`src/hw/uaf_pkg.sv`:
```
package uaf_pkg;
    // register byte offsets on the bus
    localparam logic [7:0] ADDR_SCTL = 8'h00;
    localparam logic [7:0] ADDR_RXBUF = 8'h04;
    localparam logic [7:0] ADDR_PCTL = 8'h08;
    localparam logic [7:0] ADDR_SADR = 8'h0c;
    localparam logic [7:0] ADDR_SMSK = 8'h10;
    localparam logic [7:0] ADDR_BAUD = 8'h14;

    // serial_control_reg field positions
    localparam int SC_MODE0 = 7;
    localparam int SC_MODE1 = 6;
    localparam int SC_MPE = 5;
    localparam int SC_REN = 4;
    localparam int SC_TX9 = 3;
    localparam int SC_RX9 = 2;
    localparam int SC_RXDONE = 0;

    // power_control_reg field positions
    localparam int PC_DBL = 7;
    localparam int PC_FESEL = 6;

    // reset values
    localparam logic [7:0] SADR_RST = 8'h00;
    localparam logic [7:0] SMSK_RST = 8'h00;
    localparam logic [15:0] BAUD_RST = 16'h0004;

    // port modes, index is {mode_select_bit1, mode_select_bit0}
    localparam logic [1:0] MODE_SHIFT = 2'h0;
    localparam logic [1:0] MODE_8BIT = 2'h1;
    localparam logic [1:0] MODE_FIXED = 2'h2;
    localparam logic [1:0] MODE_VAR9 = 2'h3;

    // fixed-rate mode: pclk cycles per 1/16 bit (rate /64 or /32)
    localparam logic [15:0] FIX_DIV_SLOW = 16'h0004;
    localparam logic [15:0] FIX_DIV_FAST = 16'h0002;

    // bit detector: three sample states, then the vote
    localparam logic [3:0] SAMP_A = 4'h7;
    localparam logic [3:0] SAMP_B = 4'h8;
    localparam logic [3:0] SAMP_C = 4'h9;
    localparam logic [3:0] SAMP_VOTE = 4'ha;
    localparam logic [3:0] LAST_BIT8 = 4'h7;
    localparam logic [3:0] LAST_BIT9 = 4'h8;
    localparam logic [8:0] SHIFT_INIT = 9'h1ff;

    // one received frame as the bit detector hands it over
    typedef struct packed {
        logic [7:0] data;
        logic ninth;
        logic stop;
    } uaf_frame_t;
endpackage : uaf_pkg

```
`src/hw/uaf_rx_filter.sv`:
```
// Contract
// - With frame error detection selected, a frame whose stop bit is missing sets the flag.
// - Control bit 7 reads as the frame error flag when the select is 1, else mode bit 0.
// - The frame error flag is cleared only by a software write, never by hardware.
// - Nine-bit modes take nine data bits and a stop bit; the ninth goes to rx_ninth_bit.
// - Nine-bit modes with multiproc_enable set raise rx_done_flag only when the ninth is 1.
// - In shift-register mode 0 the multiprocessor enable has no effect on reception.
// - Mode 1 with multiproc_enable set withholds rx_done_flag unless the stop bit is valid.
// - Modes 2 and 3 with filtering set rx_done_flag only for ninth 1 and an address match.
// - Mode 1 with filtering sets rx_done_flag only for a good stop bit and an address match.
// - The given address compares slave address bits only where the mask holds 1.
// - The broadcast address is address OR mask; its zero bits are don't-care.
// - Reset clears address and mask to zero, so every byte matches.
// - A frame loads buffer and ninth bit and sets rx_done_flag only if that flag was 0.
// - Mode 2 is selected by mode bit 1 high and mode bit 0 low.
//
// Added by the designer: the register addresses and the APB slave port.
`timescale 1ns/1ps
module uaf_rx_filter #(
    parameter int BAUD_W = 16
) (
    // clock and reset
    input wire logic pclk,
    input wire logic presetn,
    // apb slave
    input wire logic [7:0] paddr,
    input wire logic psel,
    input wire logic penable,
    input wire logic pwrite,
    input wire logic [31:0] pwdata,
    output logic [31:0] prdata,
    output logic pready,
    output logic pslverr,
    // serial line and status
    input wire logic rx_pin,
    output logic rx_done
);
    logic rx_meta_r;
    logic rx_sync_r;
    logic mode0_r;
    logic mode1_r;
    logic mpe_r;
    logic ren_r;
    logic tx_ninth_r;
    logic ninth_r;
    logic rxd_flag_r;
    logic frm_err_r;
    logic fesel_r;
    logic dbl_r;
    logic [7:0] rxbuf_r;
    logic [7:0] slave_address_reg_r;
    logic [7:0] smask_r;
    logic [BAUD_W-1:0] baud_r;
    logic [BAUD_W-1:0] cnt_r;
    logic tick_r;
    logic [1:0] mode;
    logic nine;
    logic rx_on;
    logic [BAUD_W-1:0] div;
    logic frame_done;
    uaf_pkg::uaf_frame_t frame;
    logic given_hit;
    logic bcast_hit;
    logic addr_hit;
    logic [7:0] bcast;
    logic qualify;
    logic accept;
    logic apb_wr;
    logic wr_sctl;
    logic sc7_view;

    // line synchroniser, the first stage feeds only the second
    always_ff @(posedge pclk or negedge presetn) begin
        if (!presetn) begin
            rx_meta_r <= 1'b1;
            rx_sync_r <= 1'b1;
        end else begin
            rx_meta_r <= rx_pin;
            rx_sync_r <= rx_meta_r;
        end
    end

    // mode decode and reception enable
    assign mode = {mode1_r, mode0_r};
    assign nine = (mode == uaf_pkg::MODE_FIXED) || (mode == uaf_pkg::MODE_VAR9);
    // shift-register mode is not received here, so the enable bit cannot matter
    assign rx_on = ren_r && (mode != uaf_pkg::MODE_SHIFT);
    assign sc7_view = fesel_r ? frm_err_r : mode0_r;

    // 16x rate: fixed in mode 2, programmable divisor otherwise
    assign div = (mode == uaf_pkg::MODE_FIXED) ?
        (dbl_r ? BAUD_W'(uaf_pkg::FIX_DIV_FAST) : BAUD_W'(uaf_pkg::FIX_DIV_SLOW)) : baud_r;

    // divider; a divisor of 0 behaves as 1 instead of hanging
    always_ff @(posedge pclk or negedge presetn) begin
        if (!presetn) begin
            cnt_r <= '0;
            tick_r <= 1'b0;
        end else if ({1'b0, cnt_r} + 1'b1 >= {1'b0, div}) begin
            cnt_r <= '0;
            tick_r <= 1'b1;
        end else begin
            cnt_r <= cnt_r + 1'b1;
            tick_r <= 1'b0;
        end
    end

    uaf_rx_frame u_uaf_rx_frame (
        .pclk(pclk),
        .presetn(presetn),
        .rx_sync(rx_sync_r),
        .tick16(tick_r),
        .enable(rx_on),
        .nine_bits(nine),
        .frame_done(frame_done),
        .frame(frame)
    );

    // address recognition against given and broadcast addresses
    assign given_hit = ((frame.data ^ slave_address_reg_r) & smask_r) == 8'h00;
    assign bcast = slave_address_reg_r | smask_r;
    assign bcast_hit = (~frame.data & bcast) == 8'h00;
    assign addr_hit = given_hit | bcast_hit;

    // frame qualification; filtering uses the ninth bit or the stop bit
    always_comb begin
        qualify = 1'b1;
        if (mpe_r) begin
            if (nine) begin
                qualify = frame.ninth && addr_hit;
            end else begin
                qualify = frame.stop && addr_hit;
            end
        end
    end
    // an unread byte is never overwritten; the new frame is dropped
    assign accept = frame_done && !rxd_flag_r && qualify;

    // apb write strobe, taken in the access cycle only
    assign apb_wr = psel && penable && pwrite && pready;
    assign wr_sctl = apb_wr && (paddr == uaf_pkg::ADDR_SCTL);

    // serial_control_reg plain bits
    always_ff @(posedge pclk or negedge presetn) begin
        if (!presetn) begin
            mode0_r <= 1'b0;
            mode1_r <= 1'b0;
            mpe_r <= 1'b0;
            ren_r <= 1'b0;
            tx_ninth_r <= 1'b0;
        end else if (wr_sctl) begin
            if (!fesel_r) begin
                mode0_r <= pwdata[uaf_pkg::SC_MODE0];
            end
            mode1_r <= pwdata[uaf_pkg::SC_MODE1];
            mpe_r <= pwdata[uaf_pkg::SC_MPE];
            ren_r <= pwdata[uaf_pkg::SC_REN];
            tx_ninth_r <= pwdata[uaf_pkg::SC_TX9];
        end
    end

    // receive results: hardware load wins over a write in the same cycle
    always_ff @(posedge pclk or negedge presetn) begin
        if (!presetn) begin
            rxd_flag_r <= 1'b0;
            ninth_r <= 1'b0;
            rxbuf_r <= 8'h00;
        end else if (accept) begin
            rxd_flag_r <= 1'b1;
            ninth_r <= frame.ninth;
            rxbuf_r <= frame.data;
        end else if (wr_sctl) begin
            rxd_flag_r <= pwdata[uaf_pkg::SC_RXDONE];
            ninth_r <= pwdata[uaf_pkg::SC_RX9];
        end
    end

    // frame error flag: sticky, the set beats a software clear
    always_ff @(posedge pclk or negedge presetn) begin
        if (!presetn) begin
            frm_err_r <= 1'b0;
        end else if (frame_done && !frame.stop && fesel_r) begin
            frm_err_r <= 1'b1;
        end else if (wr_sctl && fesel_r) begin
            frm_err_r <= pwdata[uaf_pkg::SC_MODE0];
        end
    end

    // power_control_reg, address registers and divisor
    always_ff @(posedge pclk or negedge presetn) begin
        if (!presetn) begin
            fesel_r <= 1'b0;
            dbl_r <= 1'b0;
            slave_address_reg_r <= uaf_pkg::SADR_RST;
            smask_r <= uaf_pkg::SMSK_RST;
            baud_r <= BAUD_W'(uaf_pkg::BAUD_RST);
        end else if (apb_wr) begin
            case (paddr)
                uaf_pkg::ADDR_PCTL: begin
                    fesel_r <= pwdata[uaf_pkg::PC_FESEL];
                    dbl_r <= pwdata[uaf_pkg::PC_DBL];
                end
                uaf_pkg::ADDR_SADR: slave_address_reg_r <= pwdata[7:0];
                uaf_pkg::ADDR_SMSK: smask_r <= pwdata[7:0];
                uaf_pkg::ADDR_BAUD: baud_r <= pwdata[BAUD_W-1:0];
                default: ;
            endcase
        end
    end

    // apb answer: read data latched in setup, pready high for one access cycle
    always_ff @(posedge pclk or negedge presetn) begin
        if (!presetn) begin
            prdata <= 32'h0000_0000;
            pready <= 1'b0;
            pslverr <= 1'b0;
        end else begin
            pready <= psel && !penable;
            pslverr <= 1'b0;
            if (psel && !penable) begin
                prdata <= 32'h0000_0000;
                case (paddr)
                    uaf_pkg::ADDR_SCTL: prdata[7:0] <= {sc7_view, mode1_r, mpe_r, ren_r,
                                                       tx_ninth_r, ninth_r, 1'b0,
                                                       rxd_flag_r};
                    uaf_pkg::ADDR_RXBUF: prdata[7:0] <= rxbuf_r;
                    uaf_pkg::ADDR_PCTL: prdata[7:0] <= {dbl_r, fesel_r, 6'h00};
                    uaf_pkg::ADDR_SADR: prdata[7:0] <= slave_address_reg_r;
                    uaf_pkg::ADDR_SMSK: prdata[7:0] <= smask_r;
                    uaf_pkg::ADDR_BAUD: prdata[BAUD_W-1:0] <= baud_r;
                    default: pslverr <= 1'b1; // unmapped
                endcase
            end
        end
    end

    // receive-done level out
    always_ff @(posedge pclk or negedge presetn) begin
        if (!presetn) begin
            rx_done <= 1'b0;
        end else begin
            rx_done <= rxd_flag_r || accept;
        end
    end

    // helper: frame arrives while no write touches the control register
    logic quiet_frame;
    assign quiet_frame = frame_done && !wr_sctl;
endmodule : uaf_rx_filter

```
`src/hw/uaf_rx_frame.sv`:
```
`timescale 1ns/1ps
module uaf_rx_frame (
    // clock and reset
    input wire logic pclk,
    input wire logic presetn,
    // synchronised line and 16x timing
    input wire logic rx_sync,
    input wire logic tick16,
    input wire logic enable,
    input wire logic nine_bits,
    // completed frame
    output logic frame_done,
    output uaf_pkg::uaf_frame_t frame
);
    typedef enum logic [1:0] {ST_IDLE, ST_START, ST_DATA, ST_STOP} uaf_rx_state_t;

    uaf_rx_state_t state_r;
    logic [3:0] phase_r;
    logic [2:0] samp_r;
    logic [8:0] shift_r;
    logic [3:0] nbit_r;
    logic line_prev_r;
    logic vote;
    logic [3:0] last_bit;

    // two of three samples win, which rejects short noise spikes
    assign vote = (samp_r[0] & samp_r[1]) | (samp_r[0] & samp_r[2]) | (samp_r[1] & samp_r[2]);
    assign last_bit = nine_bits ? uaf_pkg::LAST_BIT9 : uaf_pkg::LAST_BIT8;

    // line level at the previous tick, for start edge detection
    always_ff @(posedge pclk or negedge presetn) begin
        if (!presetn) begin
            line_prev_r <= 1'b1;
        end else if (tick16) begin
            line_prev_r <= rx_sync;
        end
    end

    // bit timing, sampling and shifting of one frame
    always_ff @(posedge pclk or negedge presetn) begin
        if (!presetn) begin
            state_r <= ST_IDLE;
            phase_r <= 4'h0;
            samp_r <= 3'h7;
            shift_r <= uaf_pkg::SHIFT_INIT;
            nbit_r <= 4'h0;
            frame_done <= 1'b0;
            frame <= '0;
        end else begin
            frame_done <= 1'b0;
            if (!enable) begin
                state_r <= ST_IDLE;
            end else if (tick16) begin
                phase_r <= phase_r + 4'h1;
                if (phase_r == uaf_pkg::SAMP_A || phase_r == uaf_pkg::SAMP_B ||
                    phase_r == uaf_pkg::SAMP_C) begin
                    samp_r <= {rx_sync, samp_r[2:1]};
                end
                case (state_r)
                    ST_IDLE: begin
                        // counter restarts on the edge so bit cells line up
                        if (line_prev_r && !rx_sync) begin
                            state_r <= ST_START;
                            phase_r <= 4'h1;
                            shift_r <= uaf_pkg::SHIFT_INIT;
                        end
                    end
                    ST_START: begin
                        if (phase_r == uaf_pkg::SAMP_VOTE) begin
                            nbit_r <= 4'h0;
                            state_r <= vote ? ST_IDLE : ST_DATA; // false start rejected
                        end
                    end
                    ST_DATA: begin
                        if (phase_r == uaf_pkg::SAMP_VOTE) begin
                            shift_r <= {vote, shift_r[8:1]}; // lsb first
                            nbit_r <= nbit_r + 4'h1;
                            if (nbit_r == last_bit) begin
                                state_r <= ST_STOP;
                            end
                        end
                    end
                    ST_STOP: begin
                        if (phase_r == uaf_pkg::SAMP_VOTE) begin
                            frame_done <= 1'b1;
                            frame.stop <= vote;
                            frame.data <= nine_bits ? shift_r[7:0] : shift_r[8:1];
                            frame.ninth <= nine_bits ? shift_r[8] : vote;
                            state_r <= ST_IDLE;
                        end
                    end
                    default: state_r <= ST_IDLE;
                endcase
            end
        end
    end
endmodule : uaf_rx_frame

```
`config.mk`:
```
export PLATFORM = sky130hd
export DESIGN_NAME = uaf_rx_filter
export DESIGN_NICKNAME = d
export VERILOG_FILES = /design/src/hw/uaf_pkg.sv /design/src/hw/uaf_rx_filter.sv /design/src/hw/uaf_rx_frame.sv
export SDC_FILE = /design/constraint.sdc
export NUM_CORES = 1
export LEC_CHECK = 0
export ABC_CLOCK_PERIOD_IN_PS = 6700
export BUFFER_PORTS_ARGS = -buffer_cell sky130_fd_sc_hd__buf_2
export CELL_PAD_IN_SITES_DETAIL_PLACEMENT = 0
export CELL_PAD_IN_SITES_GLOBAL_PLACEMENT = 1
export CORE_MARGIN = 2
export CORE_UTILIZATION = 45
export CTS_CLUSTER_SIZE = 16
export DETAILED_ROUTE_END_ITERATION = 12
export PLACE_DENSITY = 0.89
export SLEW_MARGIN = 5
export SYNTH_ARGS = -nofsm -noshare
export SYNTH_HDL_FRONTEND = slang
export SYNTH_HIERARCHICAL = 1
export SYNTH_SLANG_ARGS = --single-unit
```
`constraint.sdc`:
```
create_clock -name pclk -period 6.7 [get_ports pclk]
set_input_delay 0.67 -clock pclk [delete_from_list [all_inputs] [get_ports pclk]]
set_output_delay 0.67 -clock pclk [all_outputs]
set_load 0.01 [all_outputs]
```
# Yosys cells after proc, flatten, opt, wreduce, memory -nomap -nowiden
# Index checks and enable logic that the tools add are counted.
[word_totals]
register_bits = 122
in_bits = 46
[classes]
n_reduce_logical = 43
n_mux = 41
order_cmp = 1
n_eq_ne = 24
n_addsub = 4
bitwise_logic = 12
[op_table]
columns = ["cell", "count"]
rows = [
  ["one-hot mux 8 bit (6 select lines)", 1],
  ["two-way mux 16 bit", 2],
  ["zero test 8 bit", 3],
  ["two-way mux 4 bit", 5],
  ["two-way mux 9 bit", 2],
  ["one-hot mux 9 bit (2 select lines)", 1],
  ["adder 16 x 1 -> 17 bit (second input constant)", 1],
  ["greater-or-equal comparator 17 x 16 -> 1 bit", 1],
  ["two-way mux 1 bit", 17],
  ["adder 16 x 1 -> 16 bit (second input constant)", 1],
  ["bitwise AND 8 bit", 2],
  ["equality test 8 x 4 -> 1 bit (second input constant)", 2],
  ["equality test 8 x 5 -> 1 bit (second input constant)", 2],
  ["two-way mux 2 bit", 8],
  ["two-way mux 8 bit", 2],
  ["inequality test 3 bit (second input constant)", 5],
  ["logical AND 1 bit", 14],
  ["equality test 4 bit (second input constant)", 3],
  ["AND reduction 2 bit", 6],
  ["AND reduction 5 bit", 2],
  ["nonzero test 2 bit", 5],
  ["adder 4 x 1 -> 4 bit (second input constant)", 2],
  ["equality test 2 bit (second input constant)", 4],
  ["equality test 8 x 3 -> 1 bit (second input constant)", 1],
  ["other kinds (21)", 33],
]

# Depth between registers and ports, before layout
[logic_depth]
word_depth = 9
depth_mapped = 12
ltp_nobuf = 11

# Hierarchy
# The synthesis kept the hierarchy.
[modules_own_cells]
columns = ["mod", "n_inst", "cells_each", "area_per_inst_um2"]
rows = [
  ["uaf_rx_filter", 1, 388, 4709.5],
  ["uaf_rx_frame", 1, 168, 1700.4],
]

# Worst setup path before layout
# OpenSTA, ideal clock, no wires.
[synth_path]
kind = "register -> register"
start = "register cnt_r[0]"
end = "register cnt_r[10]"
arrival_time_ns = 2.713
synth_period_minus_slack_ns = 2.819
stages_incl_launch_ff = 13
required_ns = 6.595
setup_time_ns = 0.105
path_buffers = 1
slack_ns = 3.881
cell_sequence = "dfrtp_1 ha_1 nand3_1 nor3_1 nand3_1 xnor2_1 ha_1 a21o_1 a21o_1 a31oi_1 o211ai_1 buf_2 nor4b_1"
[synth_via]
elab_chain_cells = 3
word_cells_on_any_way = 4
[synth_lines]
columns = ["element", "line_no", "text"]
rows = [
  ["from (decl)", "uaf_rx_filter.sv:54", "logic [BAUD_W-1:0] cnt_r;"],
  ["from (signal assigned)", "uaf_rx_filter.sv:103", "cnt_r <= cnt_r + 1'b1;"],
  ["adder 16 x 1 -> 17 bit", "uaf_rx_filter.sv:99", "end else if ({1'b0, cnt_r} + 1'b1 >= {1'b0, div}) begin"],
  ["greater-or-equal comparator 17 x 16 -> 1 bit", "uaf_rx_filter.sv:99", ""],
  ["two-way mux 16 bit (*)", "uaf_rx_filter.sv:99", ""],
]
# Mark *: on every way between the ends. The rest lies on a longest branch, timed or not.
# A chain may end at the register's enable or synchronous reset.

# Worst setup path after layout
[layout_path]
start = "register cnt_r[0]"
end = "register tick_r"
[layout_via]
elab_chain_cells = 3
[layout_lines]
columns = ["element", "line_no", "text"]
rows = [
  ["adder 16 x 1 -> 17 bit", "uaf_rx_filter.sv:99", ""],
  ["greater-or-equal comparator 17 x 16 -> 1 bit", "uaf_rx_filter.sv:99", ""],
  ["two-way mux 1 bit", "uaf_rx_filter.sv:99", ""],
  ["to (signal assigned)", "uaf_rx_filter.sv:98", "tick_r <= 1'b0;"],
  ["to (signal assigned)", "uaf_rx_filter.sv:101", "tick_r <= 1'b1;"],
  ["to (signal assigned)", "uaf_rx_filter.sv:104", "tick_r <= 1'b0;"],
  ["to (decl)", "uaf_rx_filter.sv:55", "logic tick_r;"],
]
# No other way between the ends.

==> results.md <==
- Async S/R FF share, synth: 1.00
- Worst R2R Start: cnt_r[0]
- Critical path peak fanout: 17
- Vias per std cell: between 5 and 6
- Max-cap violations: 0
- Clk root buf: clkbuf_16
- Achievable clock frequency: ~0.27 GHz
- Layout Nets: between 600 and 700
- Area delta synth->final: 14.5%
- Status: finished, final reports clean
- Avg Cell Area, Syn: between 10 and 15 um2
- Reg2reg end: tick_r
- Vias in the first global route: about 4400
- Initial antenna violation count: 2
- Clock Skews: 0.0106 ns
- Setup TNS: 0 ns
- Critical path endpoint: tick_r
- Pleak: approximately 3.5 nW
- CP Launch Type: flop
- Max transition margin: 0.172
- Cells after Synth: about 560
- Post-CTS Setup Inserts: 0
- Reg2reg path depth: 11
- Critical path class: reg -> reg
- Post-DR wirelength/cell: 16.9 um
- Largest net degree at the start of global routing: 76
- Placer Congestion: slightly above 0.8
- Max H-tree Level: 4
- Hold Vio Cnt, Final: 0
- Number of port buffers: 48
- Tot Pwr: roughly 1.8 mW
- CP arrival: ~4.0 ns
- Syn Std Cell Area: around 0.0064 mm2
- RSZ-0062 raised after global routing: no
- Initial DRC Count: between 200 and 250
- WL final: about 14 mm
- I/O Pins: between 80 and 90
- CP Launch Point: cnt_r[0]
- # clock sinks: 122
- Ys flop type: dfrtp_1
- Fraction of layout instances using a drive strength above 1: 0.286
- Peak supply drop: 0.198 mV
- EDFF count, synth: 0
- Power Density: roughly 250 mW/mm2
- Post-synthesis sequential area ratio: 0.479
- Skew-Pair Late Insertion Delay: around 0.42 ns
- Setup slack on the worst flop-to-flop path: approximately 3.0 ns
- Least-Margin Pin Slew: about 1.2 ns
- Core Footprint: around 0.014 mm2
- Via Count: approximately 4500
- Synth warn: 6
- Drc violations: 0
- Die width: approximately 120 um
- Period minus WS final: ~3.7 ns
- Clk slew on worst S/H paths: 0.05 ns
- ANT nets after route: 0
- Required @ worst endpoint: 6.99 ns
- Final HPWL DP: roughly 9.4 mm
- Synth cell types: 69
- DIE HEIGHT: 123 um
- Post-CTS Resized: 0
- Fill cells: about 1200
- Critical path capture point type: flop
- CTS tree: yes
- Final period util: 0.553
- FF+latch count, synth: about 120
- Total CTS buffers: 17
- Die footprint: about 0.015 mm2
- Hold crit path type: in -> async
- Commonest non-fill, non-tap cell in the layout: dfrtp_1
- First-pass GRT wire length: approximately 22 mm
- Commonest cells after routing, fill and taps aside: dfrtp_1, buf_2, mux2_2, nand2_1, o21ai_0
- Final slew viol count: 0
- GRT overflow: 0
- DRT Pass-1 Iters: 4
- Initial Util: 0.462
- Total GRT Usage: 0.188
- Final setup viols: 0
- Hold Buf Count CTS: 0
- Rows: 43
- Max Buffers Root-to-Sink: 2
sequential cells by signal, summed over array words and instances (netlist names), 2 cells and up:
register,cells
u_uaf_rx_frame/frame,10
cnt_r,16
u_uaf_rx_frame/state_r,2
u_uaf_rx_frame/samp_r,3
u_uaf_rx_frame/nbit_r,4
prdata,16
baud_r,16
u_uaf_rx_frame/phase_r,4
slave_address_reg_r,8
rxbuf_r,8
u_uaf_rx_frame/shift_r,9
smask_r,8
stage by stage:
stage	hold slack [ns]	std cells	setup WS [ns]	utilization	cell area [um2]
finish	0.271	800	2.99	0.529	7340
global route	0.319	799	2.70	0.529	7340
CTS	0.279	799	3.01	0.529	7340
detailed placement	0.347	767	3.10	0.485	6730
global placement	0.351	767	3.21	0.485	6730
floorplan	0.345	571	3.88	-	6470
worst max-delay path, cell delays in order (launching register included):
cell,delay [ns]
dfrtp_1,0.40
ha_1,0.25
nand3_1,0.12
nor3_1,0.44
nand3_1,0.17
xnor2_1,0.28
ha_1,0.31
a21o_1,0.20
a21o_1,0.19
a31oi_1,0.18
o211ai_1,0.51
or3_1,0.54
Yosys cell counts (5+ instances only):
master | count | area [um2]
a21o_1 | 7 | 52.6
a21oi_1 | 14 | 70.1
a22o_1 | 8 | 70.1
a22oi_1 | 11 | 82.6
and3_1 | 6 | 37.5
buf_4 | 17 | 128
clkbuf_1 | 11 | 41.3
dfrtp_1 | 106 | 2650
dfstp_2 | 16 | 420
ha_1 | 22 | 275
inv_1 | 18 | 67.6
mux2_2 | 46 | 518
mux2_4 | 10 | 150
mux2i_1 | 14 | 140
mux4_2 | 7 | 158
nand2_1 | 41 | 154
nand2b_1 | 5 | 31.3
nand3_1 | 14 | 70.1
nor2_1 | 28 | 105
nor3_1 | 8 | 40.0
nor4_1 | 5 | 31.3
nor4b_1 | 15 | 131
o21ai_0 | 30 | 150
o21bai_1 | 6 | 45.0
xnor2_1 | 9 | 78.8
xor2_1 | 13 | 114
power by group:
part	total, mW	switching (mW)	internal (mW)	leakage, nW
clock network	0.925	0.325	0.601	0.296
registers	0.760	0.0107	0.749	1.63
logic	0.119	0.0822	0.0365	1.56
total	1.80	0.418	1.39	3.49
final cells by class:
cell class / instances / area, um2 / share of cell area
diodes: 1 / 2.50 / 0.000341
clock buffers: 20 / 457 / 0.0622
clock inverters: 12 / 148 / 0.0201
inverters: 18 / 67.6 / 0.00920
multi-input cells: 397 / 3110 / 0.424
flip-flops and latches: 122 / 3070 / 0.419
well taps: 180 / 225 / 0.0307
repair buffers: 50 / 258 / 0.0351
cells by family (layout without fill, tap and decap cells):
group,Yosys count,in the layout,share of synthesized area
mux,78,78,0.152
flops,122,122,0.479
buf+inv,52,100,0.0449
compound gates,107,107,0.111
other cells,1,17,0.000585
simple gates,151,151,0.137
fa+ha+maj,23,23,0.0445
xor+xnor,22,22,0.0301
how the worst min path moves through the flow:
stage / to / startpoint / depth (start not counted) / slack [ns]
floorplan: rx_sync_r / rx_meta_r / 0 / 0.35
finish: u_uaf_rx_frame/phase_r[0] / presetn / 1 / 0.27
global placement: rx_sync_r / rx_meta_r / 0 / 0.35
CTS: u_uaf_rx_frame/phase_r[0] / presetn / 1 / 0.28
global route: u_uaf_rx_frame/phase_r[3] / presetn / 1 / 0.32
detailed placement: rx_sync_r / rx_meta_r / 0 / 0.35
per-layer routing:
layer / track usage / part of all wire / up-vias
li1: - / - / 2109
met1: 0.235 / 0.44 / 2235
met2: 0.309 / 0.49 / 111
met3: 0.0447 / 0.045 / 26
met4: 0.0838 / 0.022 / 2
met5: 0 / 0.00081 / -
(Power assumes the default switching activity.)
